[config.mk]
export PLATFORM = sky130hd
export DESIGN_NAME = flash_host_ctrl
export DESIGN_NICKNAME = d
export VERILOG_FILES = /design/src/verilog/flash_host_pkg.sv /design/src/verilog/flash_host_ctrl.sv
export VERILOG_INCLUDE_DIRS = /design/src /design/src/verilog
export SDC_FILE = /design/constraint.sdc
export NUM_CORES = 1
export LEC_CHECK = 0
export BUFFER_PORTS_ARGS = -buffer_cell sky130_fd_sc_hd__buf_2
export CORE_MARGIN = 4
export CORE_UTILIZATION = 40
export DETAILED_ROUTE_END_ITERATION = 8
export GPL_ROUTABILITY_DRIVEN = 0
export GPL_TIMING_DRIVEN = 0
export PLACE_DENSITY = 0.7
export SLEW_MARGIN = 20
export SYNTH_ARGS = -nofsm -noshare
export SYNTH_HDL_FRONTEND = slang
export SYNTH_SLANG_ARGS = --single-unit
[constraint.sdc]
create_clock -name pclk -period 6.4 [get_ports pclk]
set_input_delay 0.64 -clock pclk [delete_from_list [all_inputs] [get_ports pclk]]
set_output_delay 0.64 -clock pclk [all_outputs]
set_load 0.03 [all_outputs]
[src/verilog/flash_host_consts.svh]
/*
   Constants of the flash host controller: register offsets, field
   positions, reset values, command codes and timing counts.
   Assumes a 200 MHz pclk and a flash part with the JEDEC command set.
*/
`ifndef FLASH_HOST_CONSTS_SVH
`define FLASH_HOST_CONSTS_SVH

// ----------------------------------------------------------------
// Timing
// ----------------------------------------------------------------
`define CLK_PERIOD_NS 5
`define WE_PULSE_NS 40
`define WE_PULSE_CYC ((`WE_PULSE_NS + `CLK_PERIOD_NS - 1) / `CLK_PERIOD_NS)
`define READ_ACCESS_NS 70
`define READ_ACCESS_CYC ((`READ_ACCESS_NS + `CLK_PERIOD_NS - 1) / `CLK_PERIOD_NS)
`define SUSPEND_LATENCY_NS 10000
`define SUSPEND_LATENCY_CYC ((`SUSPEND_LATENCY_NS + `CLK_PERIOD_NS - 1) / `CLK_PERIOD_NS)

// ----------------------------------------------------------------
// Register offsets and fields
// ----------------------------------------------------------------
`define REG_CTRL 12'h000
`define REG_ADDR 12'h004
`define REG_WDATA 12'h008
`define REG_CFG 12'h00c
`define REG_STATUS 12'h010
`define REG_RDATA 12'h014
`define CFG_WP_BIT 0
`define CFG_WIDE_BIT 1
`define CFG_RESET 2'h3
`define ADDR_LOW_BIT 20

// ----------------------------------------------------------------
// Command bus cycles
// ----------------------------------------------------------------
`define CMD_ADDR_A 20'h00555
`define CMD_ADDR_B 20'h002aa
`define CMD_UNLOCK_A 16'h00aa
`define CMD_UNLOCK_B 16'h0055
`define CMD_ERASE_SETUP 16'h0080
`define CMD_PROGRAM 16'h00a0
`define CMD_CHIP_ERASE 16'h0010
`define CMD_SECTOR_ERASE 16'h0030
`define CMD_BLOCK_ERASE 16'h0050
`define CMD_SUSPEND 16'h00b0
`define CMD_RESUME 16'h0030

`endif

[src/verilog/flash_host_pkg.sv]
/*
   Types of the flash host controller: operations, sequencer states,
   pin groups and the controller's state record.
   Assumes the constants header is included by the design file.
*/
package flash_host_pkg;

   // Operations software can order
   typedef enum logic [3:0] {
      OP_READ = 4'h0, OP_PROGRAM = 4'h1, OP_CHIP_ERASE = 4'h2, OP_SECTOR_ERASE = 4'h3,
      OP_BLOCK_ERASE = 4'h4, OP_SUSPEND = 4'h5, OP_RESUME = 4'h6, OP_RESET = 4'h7
   } op_t;

   // Bus cycle sequencer
   typedef enum logic [6:0] {
      S_IDLE = 7'h01, S_SETUP = 7'h02, S_STROBE = 7'h04, S_HOLD = 7'h08,
      S_WAIT = 7'h10, S_RST_LOW = 7'h20, S_RST_REC = 7'h40
   } seq_state_t;

   // Pins driven toward the flash
   typedef struct packed {
      logic [19:0] addr;
      logic [15:0] dq_out;
      logic [15:0] dq_oe_n;
      logic flash_bank_select_n;
      logic we_n;
      logic oe_n;
      logic wp_n;
      logic reset_n;
      logic bus_width_select;
   } flash_out_t;

   // Pins read from the flash
   typedef struct packed {
      logic [15:0] dq_in;
      logic op_progress_flag_n;
   } flash_in_t;

   // One command bus cycle
   typedef struct packed {
      logic [19:0] addr;
      logic [15:0] data;
   } cmd_t;

   // Whole controller state
   typedef struct packed {
      seq_state_t fsm;
      op_t op;
      logic [2:0] step;
      logic [15:0] cnt;
      logic [20:0] addr;
      logic [15:0] wdata;
      logic wp;
      logic wide;
      logic [15:0] rdata;
      logic [31:0] prdata;
      logic pslverr;
      logic done;
      logic suspended;
      logic pend_susp;
      logic rd;
      logic polling;
      logic tog_prev;
      logic tog_valid;
      logic [1:0] confirm;
      flash_out_t pins;
   } ctl_t;

endpackage : flash_host_pkg
[src/verilog/flash_host_ctrl.sv]
/*
   Host-side controller for a dual-bank flash: turns APB orders into
   strobe sequences on the flash pins and polls status to completion.
   Assumes APB master on pclk and flash pins sampled on pclk.
*/
`timescale 1ns/1ps
`default_nettype none
`include "flash_host_consts.svh"

module flash_host_ctrl #(
   parameter int RESET_PULSE_NS = 500,
   parameter int RESET_RECOVERY_NS = 50
) (
   input wire logic pclk,
   input wire logic presetn,
   input wire logic psel,
   input wire logic penable,
   input wire logic pwrite,
   input wire logic [11:0] paddr,
   input wire logic [31:0] pwdata,
   output logic [31:0] prdata,
   output logic pready,
   output logic pslverr,
   output flash_host_pkg::flash_out_t flash_out,
   input wire flash_host_pkg::flash_in_t flash_in
);
   import flash_host_pkg::*;

   // ----------------------------------------------------------------
   // Derived counts
   // ----------------------------------------------------------------
   // Minimum times, so round up
   localparam int RESET_PULSE_CYC = (RESET_PULSE_NS + `CLK_PERIOD_NS - 1) / `CLK_PERIOD_NS;
   localparam int RESET_REC_CYC = (RESET_RECOVERY_NS + `CLK_PERIOD_NS - 1) / `CLK_PERIOD_NS;
   localparam int RST_LOW_N = (RESET_PULSE_CYC < 1) ? 1 : RESET_PULSE_CYC;
   localparam int RST_REC_N = (RESET_REC_CYC < 1) ? 1 : RESET_REC_CYC;

   ctl_t s; // Registered state
   ctl_t next_s; // Next state
   logic setup_ph; // APB setup cycle
   logic wr_acc; // APB write taking effect
   logic mapped; // Address hits a register
   logic tog_now; // Toggle bit of this poll read
   cmd_t cyc; // Command cycle for the next state

   // ----------------------------------------------------------------
   // Command table
   // ----------------------------------------------------------------
   // Address and data of one write cycle of an order
   function automatic cmd_t cmd_of(input op_t op, input logic [2:0] step,
                                   input logic [19:0] ua, input logic [15:0] ud);
      cmd_t c;
      c = '{addr: ua, data: `CMD_SUSPEND};
      if (op == OP_SUSPEND) begin
         c = '{addr: ua, data: `CMD_SUSPEND};
      end else if (op == OP_RESUME) begin
         c = '{addr: ua, data: `CMD_RESUME};
      end else begin
         unique case (step)
            3'h0, 3'h3: c = '{addr: `CMD_ADDR_A, data: `CMD_UNLOCK_A};
            3'h1, 3'h4: c = '{addr: `CMD_ADDR_B, data: `CMD_UNLOCK_B};
            3'h2: c = '{addr: `CMD_ADDR_A, data: (op == OP_PROGRAM) ? `CMD_PROGRAM : `CMD_ERASE_SETUP};
            default: c = '{addr: ua, data: (op == OP_BLOCK_ERASE) ? `CMD_BLOCK_ERASE : `CMD_SECTOR_ERASE};
         endcase
         if (op == OP_PROGRAM && step == 3'h3) begin
            c = '{addr: ua, data: ud};
         end
         if (op == OP_CHIP_ERASE && step == 3'h5) begin
            c = '{addr: `CMD_ADDR_A, data: `CMD_CHIP_ERASE};
         end
      end
      return c;
   endfunction : cmd_of

   // Last step index of an order's write sequence
   function automatic logic [2:0] last_step(input op_t op);
      logic [2:0] n;
      n = 3'h0;
      if (op == OP_PROGRAM) begin
         n = 3'h3;
      end else if (op == OP_CHIP_ERASE || op == OP_SECTOR_ERASE || op == OP_BLOCK_ERASE) begin
         n = 3'h5;
      end
      return n;
   endfunction : last_step

   // ----------------------------------------------------------------
   // APB decode
   // ----------------------------------------------------------------
   assign setup_ph = psel & ~penable;
   assign wr_acc = psel & penable & pwrite;
   assign mapped = (paddr == `REG_CTRL) || (paddr == `REG_ADDR) || (paddr == `REG_WDATA) ||
                   (paddr == `REG_CFG) || (paddr == `REG_STATUS) || (paddr == `REG_RDATA);
   assign pready = 1'b1; // Every access ends in one access cycle
   assign prdata = s.prdata;
   assign pslverr = s.pslverr;
   assign flash_out = s.pins;
   assign tog_now = s.rdata[6];

   // ----------------------------------------------------------------
   // Next-state logic
   // ----------------------------------------------------------------
   // One process for bus, sequencer and pins
   always_comb begin
      next_s = s;
      cyc = '0;
      // Read data and error are prepared in setup, shown in access
      if (setup_ph) begin
         next_s.pslverr = ~mapped;
         next_s.prdata = 32'h0000_0000;
         if (!pwrite) begin
            unique case (paddr)
               `REG_ADDR: next_s.prdata = {11'h000, s.addr};
               `REG_WDATA: next_s.prdata = {16'h0000, s.wdata};
               `REG_CFG: next_s.prdata = {30'h0000_0000, s.wide, s.wp};
               `REG_STATUS: next_s.prdata = {26'h000_0000, s.pend_susp, ~flash_in.op_progress_flag_n,
                                             s.suspended, s.done, s.polling, s.fsm != S_IDLE};
               `REG_RDATA: next_s.prdata = {16'h0000, s.rdata};
               default: next_s.prdata = 32'h0000_0000; // Unmapped or write-only
            endcase
         end
      end
      // Register writes
      if (wr_acc) begin
         if (paddr == `REG_ADDR && s.fsm == S_IDLE) begin
            next_s.addr = pwdata[20:0];
         end
         if (paddr == `REG_WDATA && s.fsm == S_IDLE) begin
            next_s.wdata = pwdata[15:0];
         end
         // Protect level and width stay frozen while busy
         if (paddr == `REG_CFG && s.fsm == S_IDLE) begin
            next_s.wp = pwdata[`CFG_WP_BIT];
            next_s.wide = pwdata[`CFG_WIDE_BIT];
         end
         if (paddr == `REG_CTRL) begin
            if (s.fsm == S_IDLE) begin
               // New order starts only from idle
               next_s.op = op_t'(pwdata[3:0]);
               next_s.step = 3'h0;
               next_s.done = 1'b0;
               next_s.rd = (op_t'(pwdata[3:0]) == OP_READ);
               next_s.polling = 1'b0;
               // A suspend that met the end of its erase must not hit the next order
               next_s.pend_susp = 1'b0;
               if (op_t'(pwdata[3:0]) == OP_RESET) begin
                  next_s.fsm = S_RST_LOW;
                  next_s.cnt = 16'(RST_LOW_N);
               end else if (pwdata[3:0] <= 4'h6) begin
                  next_s.fsm = S_SETUP;
               end
            end else if (op_t'(pwdata[3:0]) == OP_SUSPEND && s.polling &&
                         (s.op == OP_SECTOR_ERASE || s.op == OP_BLOCK_ERASE)) begin
               next_s.pend_susp = 1'b1;
            end
            // Anything else while busy is dropped, never sent
         end
      end
      // Sequencer
      unique case (s.fsm)
         S_IDLE: begin
            // Waiting for an order
         end
         S_SETUP: begin
            // Select and address settle before the strobe falls
            next_s.fsm = S_STROBE;
            next_s.cnt = s.rd ? 16'(`READ_ACCESS_CYC) : 16'(`WE_PULSE_CYC);
         end
         S_STROBE: begin
            next_s.cnt = s.cnt - 16'h0001;
            if (s.cnt == 16'h0001) begin
               next_s.fsm = S_HOLD;
               if (s.rd) begin
                  // Byte mode leaves the upper lines undriven
                  next_s.rdata = s.wide ? flash_in.dq_in : {8'h00, flash_in.dq_in[7:0]};
               end
            end
         end
         S_HOLD: begin
            // Select high for one cycle between bus cycles; strobes stay high through the next setup
            if (s.rd && s.polling) begin
               // Stable toggle bit on two rereads plus ready pin ends it
               next_s.tog_prev = tog_now;
               next_s.tog_valid = 1'b1;
               if (s.tog_valid && tog_now == s.tog_prev && flash_in.op_progress_flag_n) begin
                  next_s.confirm = s.confirm + 2'h1;
               end else begin
                  next_s.confirm = 2'h0;
               end
               if (s.tog_valid && tog_now == s.tog_prev && flash_in.op_progress_flag_n &&
                   s.confirm == 2'h1) begin
                  next_s.polling = 1'b0;
                  next_s.done = 1'b1;
                  next_s.fsm = S_IDLE;
               end else if (s.pend_susp) begin
                  next_s.pend_susp = 1'b0;
                  next_s.op = OP_SUSPEND;
                  next_s.rd = 1'b0;
                  next_s.polling = 1'b0;
                  next_s.step = 3'h0;
                  next_s.fsm = S_SETUP;
               end else begin
                  next_s.fsm = S_SETUP;
               end
            end else if (s.rd) begin
               next_s.done = 1'b1;
               next_s.fsm = S_IDLE;
            end else if (s.step != last_step(s.op)) begin
               next_s.step = s.step + 3'h1;
               next_s.fsm = S_SETUP;
            end else if (s.op == OP_SUSPEND) begin
               // Give the part its worst-case latency before reads
               next_s.suspended = 1'b1;
               next_s.cnt = 16'(`SUSPEND_LATENCY_CYC);
               next_s.fsm = S_WAIT;
            end else begin
               // Program, erase or resume: poll the bank at hand
               if (s.op == OP_RESUME) begin
                  next_s.op = OP_SECTOR_ERASE;
                  next_s.suspended = 1'b0;
               end
               next_s.rd = 1'b1;
               next_s.polling = 1'b1;
               next_s.tog_valid = 1'b0;
               next_s.confirm = 2'h0;
               next_s.fsm = S_SETUP;
            end
         end
         S_WAIT: begin
            next_s.cnt = s.cnt - 16'h0001;
            if (s.cnt == 16'h0001) begin
               next_s.done = 1'b1;
               next_s.fsm = S_IDLE;
            end
         end
         S_RST_LOW: begin
            // Abort wipes any erase in flight; software must redo it
            next_s.cnt = s.cnt - 16'h0001;
            next_s.suspended = 1'b0;
            next_s.pend_susp = 1'b0;
            next_s.polling = 1'b0;
            if (s.cnt == 16'h0001) begin
               next_s.cnt = 16'(RST_REC_N);
               next_s.fsm = S_RST_REC;
            end
         end
         S_RST_REC: begin
            next_s.cnt = s.cnt - 16'h0001;
            if (s.cnt == 16'h0001) begin
               next_s.done = 1'b1;
               next_s.fsm = S_IDLE;
            end
         end
         default: begin
            next_s.fsm = S_IDLE; // Illegal code recovers
         end
      endcase
      // Pins follow the next state so they leave flops
      cyc = cmd_of(next_s.op, next_s.step, next_s.addr[19:0], next_s.wdata);
      next_s.pins.flash_bank_select_n = ~(next_s.fsm == S_SETUP || next_s.fsm == S_STROBE);
      next_s.pins.we_n = ~(next_s.fsm == S_STROBE && !next_s.rd);
      next_s.pins.oe_n = ~(next_s.fsm == S_STROBE && next_s.rd);
      next_s.pins.reset_n = (next_s.fsm != S_RST_LOW);
      next_s.pins.wp_n = next_s.wp;
      next_s.pins.bus_width_select = next_s.wide;
      next_s.pins.addr = next_s.rd ? next_s.addr[19:0] : cyc.addr;
      next_s.pins.dq_out = next_s.wide ? cyc.data : {next_s.addr[`ADDR_LOW_BIT], 7'h00, cyc.data[7:0]};
      next_s.pins.dq_oe_n = 16'hffff;
      if (next_s.fsm == S_SETUP || next_s.fsm == S_STROBE) begin
         if (!next_s.wide) begin
            next_s.pins.dq_oe_n = {1'b0, 7'h7f, {8{next_s.rd}}};
         end else begin
            next_s.pins.dq_oe_n = {16{next_s.rd}};
         end
      end
   end

   // ----------------------------------------------------------------
   // State register
   // ----------------------------------------------------------------
   // Reset leaves the flash deselected and unprotected
   always_ff @(posedge pclk or negedge presetn) begin
      if (!presetn) begin
         s <= '{fsm: S_IDLE, op: OP_READ, wp: 1'(`CFG_RESET >> `CFG_WP_BIT), wide: 1'(`CFG_RESET >> `CFG_WIDE_BIT),
                pins: '{addr: 20'h00000, dq_out: 16'h0000, dq_oe_n: 16'hffff,
                        flash_bank_select_n: 1'b1, we_n: 1'b1, oe_n: 1'b1, wp_n: 1'b1,
                        reset_n: 1'b1, bus_width_select: 1'b1},
                default: '0};
      end else begin
         s <= next_s;
      end
   end

endmodule : flash_host_ctrl
`default_nettype wire

# Word-level counts from Yosys, hierarchy flattened
# Index checks and enable logic that the tools add are counted.
# word_totals
regBits	183
input_bits	66
wordCells	205
# classes
addsub	3
magnitude_cmp	1
n_eq_ne	45
muxes	85
bitwise_logic	9
reduce_logical	36
# ops
op	count
16-bit 2-to-1 mux	10
36-bit 2-to-1 mux	4
36-bit one-hot mux with 3 select lines	1
21-bit one-hot mux with 5 select lines	1
69-bit 2-to-1 mux	1
16-bit one-hot mux with 4 select lines	1
7-bit 2-to-1 mux	9
30-bit 2-to-1 mux	2
21-bit 2-to-1 mux	2
3-bit 2-to-1 mux	14
7-bit one-hot mux with 6 select lines	1
4-bit by 3-bit equality test with 1-bit output (second input constant)	8
12-bit by 4-bit equality test with 1-bit output (second input constant)	2
12-bit by 5-bit equality test with 1-bit output (second input constant)	2
23-bit 2-to-1 mux	1
20-bit 2-to-1 mux	1
2-bit 2-to-1 mux	9
1-bit 2-to-1 mux	17
16-bit by 1-bit equality test with 1-bit output (second input constant)	1
16-bit by 1-bit subtractor with 16-bit output (second input constant)	1
5-bit 2-to-1 mux	3
7-bit by 2-bit equality test with 1-bit output (second input constant)	2
7-bit by 3-bit equality test with 1-bit output (second input constant)	2
1-bit logical AND	13
other kinds (41)	71

# Depth between registers and ports, before layout
# Gate-level depths: netlist of the first run.
# depth
depth_word	21
ltp_mapped	12
depth_no_buf	11

# Least setup slack after synthesis of the first run
# Ideal clock, no wire load.
# synth_path
kind	input-to-reg
start	input port paddr[1]
end	register s, in the netlist flash_out[24]
setup_ns	0.132
arrival_ns	3.013
required_time_ns	6.268
path_slack_ns	3.255
cell_stages	10
n_path_buf	2
path_cell_list	nor4_1 -> nand3_2 -> nor3b_1 -> nor2b_1 -> and2_1 -> buf_2 -> buf_6 -> mux2_2 -> a2bb2oi_1 -> nor2_1
# synth_rtl
element	line_no	source
from (decl)	flash_host_ctrl.sv:19	input wire logic [11:0] paddr,
to (signal assigned)	flash_host_ctrl.sv:284	s <= '{fsm: S_IDLE, op: OP_READ, wp: 1'(`CFG_RESET >> `CFG_WP_BIT), wide: 1'(`CFG_RESET >> `CFG_WIDE_BIT),
to (signal assigned)	flash_host_ctrl.sv:290	s <= next_s;
to (decl)	flash_host_ctrl.sv:38	ctl_t s;

==> metrics, run 1 <==
status=completed; Synth Warn #=0; Cells after Synth=807; final wirelength=21.57 mm; Synth cell types=82; drt via density=5.250; Gate power share=0.040; first-pass GRT wire length=between 30 and 40 mm; CP endpoint kind=register; Boundary Pins=158; fin crit share=0.5968; GRT overflow=0; Int Pwr=around 1600 uW; most frequent cells in the layout=149 x dfrtp_1, 137 x buf_2, 91 x buf_4; IO Port Bufs=132; setup TNS=0 ps; vias in the first global route=6,119; achievable frequency=261.8 MHz; Post-synth EDFFs=0; hpwl dp=15.81 mm; Crit path top cell by count=buf_2; Remaining DRCs=0; # fillers=about 1,900; Die Wd=151.7 um; via count=6,584; CP Cell Sequence=buf_2 > nor4_1 > nand3_2 > nor3b_1 > nor2b_1 > and2_1 > buf_2 > buf_6 > mux2_2 > a2bb2oi_1 > nor2_1; later-pin clock latency in the skew report=~440 ps; post-CTS setup buffer count=0; Slew Limit Fails=0; pwr/cell area=217.3 nW/um2; ys flop type=dfrtp_1; Final Skew=11.73 ps; drt first pass iters=8; commonest non-fill, non-tap cell in the layout=dfrtp_1; CP arrival=between 4000 and 5000 ps; H-tree lvl count=4; Total Nets Final=1,039; Seq pwr share=0.468; row count=52; crit start category=primary input; worst min-delay path category=primary input to async pin; RSZ-0062 raised after global routing=false; Final Hold Fails=0; Max-Slew Margin vs Limit=0.2691; CTS Hold Bufs=0; core region area=20,300 um2; Initial Util=0.4067; layout cells sized above 1=0.3629; Least-Margin Pin Slew=about 1100 ps; Synth-to-Final Area Change=20.51%; cell with the largest stage delay on the worst path=nor3b_1; CTS root buffer=clkbuf_16; Num CTS Buffers=17; Final Core Density=0.4901; critical path data required time=6710 ps; leakage=0.004844 uW; Die Ht=151.7 um; async set-reset flop share out of synthesis=1.000; synthesized cell area=8255 um2; WL/cell=17.20 um; remaining antenna violation count=0; hold slack=172.8 ps; switching fraction of total power=0.2451; First DRT Iteration DRCs=432; Mean Syn Cell Area=10.23 um2; Seq/Total Area, Yosys=0.4835; Psw=529.7 uW; die area=23,000 um2; max_cap viols=0; crit path max fanout=10; CTS resizes=0; Clk network pwr share=0.492; CP max stage delay=770 ps; maximum VDD drop=0.2138 mV; FF+latch count, synth=159; WS Path Type=primary input to register; largest net degree at the start of global routing=81; Reg clk slew, reported paths=70 ps; CTS tree=done; clock buffer depth=2; clk sinks=roughly 160; Final setup viols=0; Global Route Usage Sum=0.1900; initial antenna violation count=5; min Tclk post-route=around 3800 ps
[cell type report]
type                    count  area (um2)  area share
repair buffers            133       698.2     0.07018
plain buffers             126       893.4     0.08980
clock inverters            14       186.4     0.01874
well taps                 270       337.8     0.03396
diodes                      3       7.507   0.0007546
inverters                  35       131.4     0.01321
flip-flops and latches    159        3991      0.4012
clock buffers              17       425.4     0.04276
multi-input cells         497        3277      0.3294
[power by group through the flow]
stage          clock network (uW)  registers, uW  logic [uW]
6_report                     1060           1010        86.2
5_1_grt                      1130           1010        95.1
4_1_cts                      1080           1010        87.1
3_5_place_dp                    0           1030        87.0
3_3_place_gp                    0           1030        83.8
2_1_floorplan                   0           1030        32.4
[flip-flops by register name, summed over array words and instances (netlist names)]
register and cells:
pslverr 1, flash_out 45, s 92, prdata 21
[critical path: cells and delay by family]
kind | cells | cell delay, ps
buf+inv | 3 | 510
mux | 1 | 390
compound gates | 1 | 150
simple gates | 6 | 2420
[Yosys cell counts (8+ instances only)]
cell	instances	area (um2)
a222oi_1	11	110.1
mux2_2	36	405.4
nor3_2	11	110.1
o21a_1	8	60.06
o21ai_0	52	260.3
nand3_1	23	115.1
nor3_1	20	100.1
nor2_1	45	168.9
dfstp_2	10	262.8
and3_1	13	81.33
buf_4	91	683.2
buf_6	9	101.4
inv_1	32	120.1
nor4_1	9	56.30
mux2i_1	18	180.2
nand2_1	82	307.8
a21oi_1	14	70.07
clkbuf_1	18	67.56
o211ai_1	9	67.56
dfrtp_1	149	3729
nor3b_1	8	60.06
[final timing paths]
| kind | start | endpoint | slack, ps | depth (start not counted) |
|---|---|---|---|---|
| min reg2reg | prdata[18] | prdata[18] | 480 | 2 |
| max reg2reg | s[183] | flash_out[26] | 2820 | 11 |
| max | paddr[1] | flash_out[24] | 2580 | 11 |
| min in group pclk | flash_in[7] | s[106] | 440 | 2 |
| min | presetn | prdata[13] | 170 | 1 |
| max in group asynchronous | presetn | flash_out[5] | 5390 | 2 |
[logic make-up (layout without fill, tap and decap cells)]
logic type | Yosys count | after routing | synth area share
flip-flops | 159 | 159 | 0.4835
other | 2 | 15 | 0.0009097
multiplexers | 54 | 54 | 0.07093
adder cells (fa/ha/maj) | 4 | 4 | 0.006063
buffers and inverters | 161 | 325 | 0.1241
AND/OR/NAND/NOR | 268 | 268 | 0.1811
XOR/XNOR | 6 | 6 | 0.006366
AO/OA/AOI/OAI | 153 | 153 | 0.1270
[per-layer routing]
metal	up-vias	global-route usage	share of wire
met5	-	0	0.00097
met4	4	0.06424	0.020
met3	40	0.03926	0.073
met2	267	0.3018	0.47
met1	3180	0.2604	0.43
li1	3093	-	-
[per-stage QoR]
stage	area [um2]	worst slack [ps]	instances	total power, uW
2_1_floorplan	8293	3255	817	1064
3_3_place_gp	9291	2166	1219	1114
3_5_place_dp	9329	2183	1220	1117
4_1_cts	9941	2616	1251	2177
5_1_grt	9948	2393	1254	2232
6_report	9948	2580	1254	2161
No activity file was read; power rests on OpenSTA's default activity.
==> run 2, diff against run 1 <==
- ABC_AREA: not set -> 1
- PLACE_DENSITY: 0.7 -> 0.72
- clock period: 6.4 -> 3.4 ns (I/O delays scaled with it)
==> metrics, run 2 <==
async set-reset flop share out of synthesis=1.000; Synth-to-Final Area Change=19.88%; Post-synth EDFFs=0; Yosys top cell by area=dfrtp_1; layout cells sized above 1=0.2817; Remaining DRCs=0; most frequent cells in the layout=243 x nand2_1, 149 x dfrtp_1, 134 x buf_2; clk sinks=159; XOR/XNOR share of the synthesized area=0.003198; total power=a little under 4000 uW; Final Skew=12.30 ps; maximum VDD drop=a little under 0.4 mV; Adder-Cell Fraction of Synth Area=0.006092; pwr/cell area=396.3 nW/um2; hpwl dp=16.14 mm; Max-Slew Margin vs Limit=0.4147; Reg clk slew, reported paths=60 ps; ys flop type=dfrtp_1; achievable frequency=366.9 MHz; post-CTS setup buffer count=0; via count=7,018; largest family of logic cells by synthesized area=simple AND/OR/NAND/NOR gates; Final Hold Fails=0; Mean Syn Cell Area=8.298 um2; WS Path Type=register to register; crit start category=register; CP Launch Point=s[182]; most instantiated cells after synthesis=243 x nand2_1, 149 x dfrtp_1, 116 x inv_1; CTS root buffer=clkbuf_16; die area=roughly 23,000 um2; most frequent cell after synthesis=nand2_1; row count=52; final instance area=9848 um2; largest net degree at the start of global routing=93; RSZ-0062 raised after global routing=false; Post-Synth Simple-Gate Area=0.2327; Diodes inserted=0; Final setup viols=0; Compound-Gate Fraction of Synth Area=0.1055; CP endpoint kind=register; cell with the largest stage delay on the worst path=nor2_2; CTS resizes=0; critical path endpoint=flash_out[57]; footprint of the multi-input gates=3047 um2; Yosys top cell area share=0.4539; WL/cell=roughly 15 um; Slew Limit Fails=0; status=completed; worst min-delay path category=primary input to register; CP max stage delay=450 ps; number of cells on the worst reg-to-reg path=12; Global Route Usage Sum=0.1898; Seq/Total Area, Yosys=0.4858; Die Wd=approximately 150 um; Reg-to-Reg Start=s[182]; drt first pass iters=5; # fillers=approximately 2,000; critical path data required time=3700 ps; synthesized cell area=8215 um2; core region area=20,230 um2; crit path max fanout=9; FF-to-FF setup slack=670 ps; final wirelength=21.30 mm; register area=about 4000 um2; Total Nets Final=1,225; Num CTS Buffers=17; remaining antenna violation count=0; vias in the first global route=around 7,000; Initial Util=0.4060; later-pin clock latency in the skew report=430 ps; fin crit share=0.8017; GRT overflow=0; FF+latch count, synth=about 160; drt via density=4.880; first-pass GRT wire length=between 30 and 40 mm; H-tree lvl count=4; First DRT Iteration DRCs=519; hold slack=163.2 ps; Die Ht=151.3 um; setup TNS=0 ps; multiplexer share of the synthesized area=0.01782; Boundary Pins=approximately 160; Largest Register=s; CTS tree=done; max_cap viols=0; Cells after Synth=990; Critical R2R Capture=flash_out[57]; IO Port Bufs=134; initial antenna violation count=0; Synth Warn #=0; Least-Margin Pin Slew=slightly below 900 ps; max reg flops=92; post-placement cell area=9299 um2; main area contributors after synthesis=dfrtp_1 45%, nand2_1 11%, buf_4 8.3%; min Tclk post-route=2726 ps; clock buffer depth=2; leakage=a little over 0.005 uW; Synth cell types=53; CP arrival=3020 ps; CP Cell Sequence=inv_2 > nand2_2 > nor2_4 > nand3_4 > nor2_2 > nand2_2 > nand3_1 > o31ai_1 > nor2_2 > nand3_2 > a21oi_4 > nor2_1; commonest non-fill, non-tap cell in the layout=nand2_1
-- run 2: per-layer routing --
layer,GRT usage,vias to the layer above,wire length [um]
li1,-,3415,-
met1,0.2831,3306,9907
met2,0.2778,263,9380
met3,0.03381,34,1576
met4,0.06392,0,437
met5,0,-,0
-- run 2: repair_timing --
item | in CTS | in global routing
hold endpoints to repair | 59 | 0
setup endpoints to repair | 0 | 0
hold buffers | 1 | 0
-- run 2: area by class of cell --
cell class / instances / area share
Multi-Input combinational cell: 609 / 0.3094
Buffer: 107 / 0.07559
Inverter: 125 / 0.04777
Clock inverter: 14 / 0.01118
Clock buffer: 18 / 0.04358
Tap cell: 270 / 0.03430
Sequential cell: 159 / 0.4053
Timing Repair Buffer: 136 / 0.07293
-- run 2: stage by stage --
stage,util,cells,setup slack [ps]
after global placement,0.4577,1404,-365.4
after detailed placement,0.4596,1405,610.1
final,0.4867,1438,674.3
after global routing,0.4867,1438,457.1
after CTS,0.4867,1438,685.5
after floorplan,-,1000,1301
-- run 2: kinds of logic after synthesis --
| group | count (synthesis) |
|---|---|
| compound gates | 138 |
| fa+ha+maj | 4 |
| mux | 13 |
| xor+xnor | 3 |
| flops | 159 |
| simple gates | 439 |
| buf+inv | 232 |
| other cells | 2 |
-- run 2: report_power, final --
part	total [uW]	switching [uW]	leakage [uW]	internal, uW
clock	1750	811	0.000254	942
combinational	225	155	0.00292	69.9
sequential	1920	13.3	0.00186	1910
total	3900	979	0.00503	2920
-- run 2: worst max-delay path, delay by kind of cell (launching register included) --
family | cells | cell delay, ps
AOI/OAI and AO/OA | 2 | 460
buffers and inverters | 1 | 60
DFF | 1 | 400
and+or+nand+nor | 9 | 1660
-- run 2: worst min path at each step --
stage | endpoint | slack (ps) | startpoint | cells after the start
3_3_place_gp | s[60] | 460 | s[60] | 2
4_1_cts | s[105] | 160 | flash_in[6] | 2
3_5_place_dp | prdata[14] | 330 | presetn | 1
5_1_grt | s[105] | 160 | flash_in[6] | 2
2_1_floorplan | flash_out[22] | 40 | presetn | 0
6_report | s[105] | 160 | flash_in[6] | 2
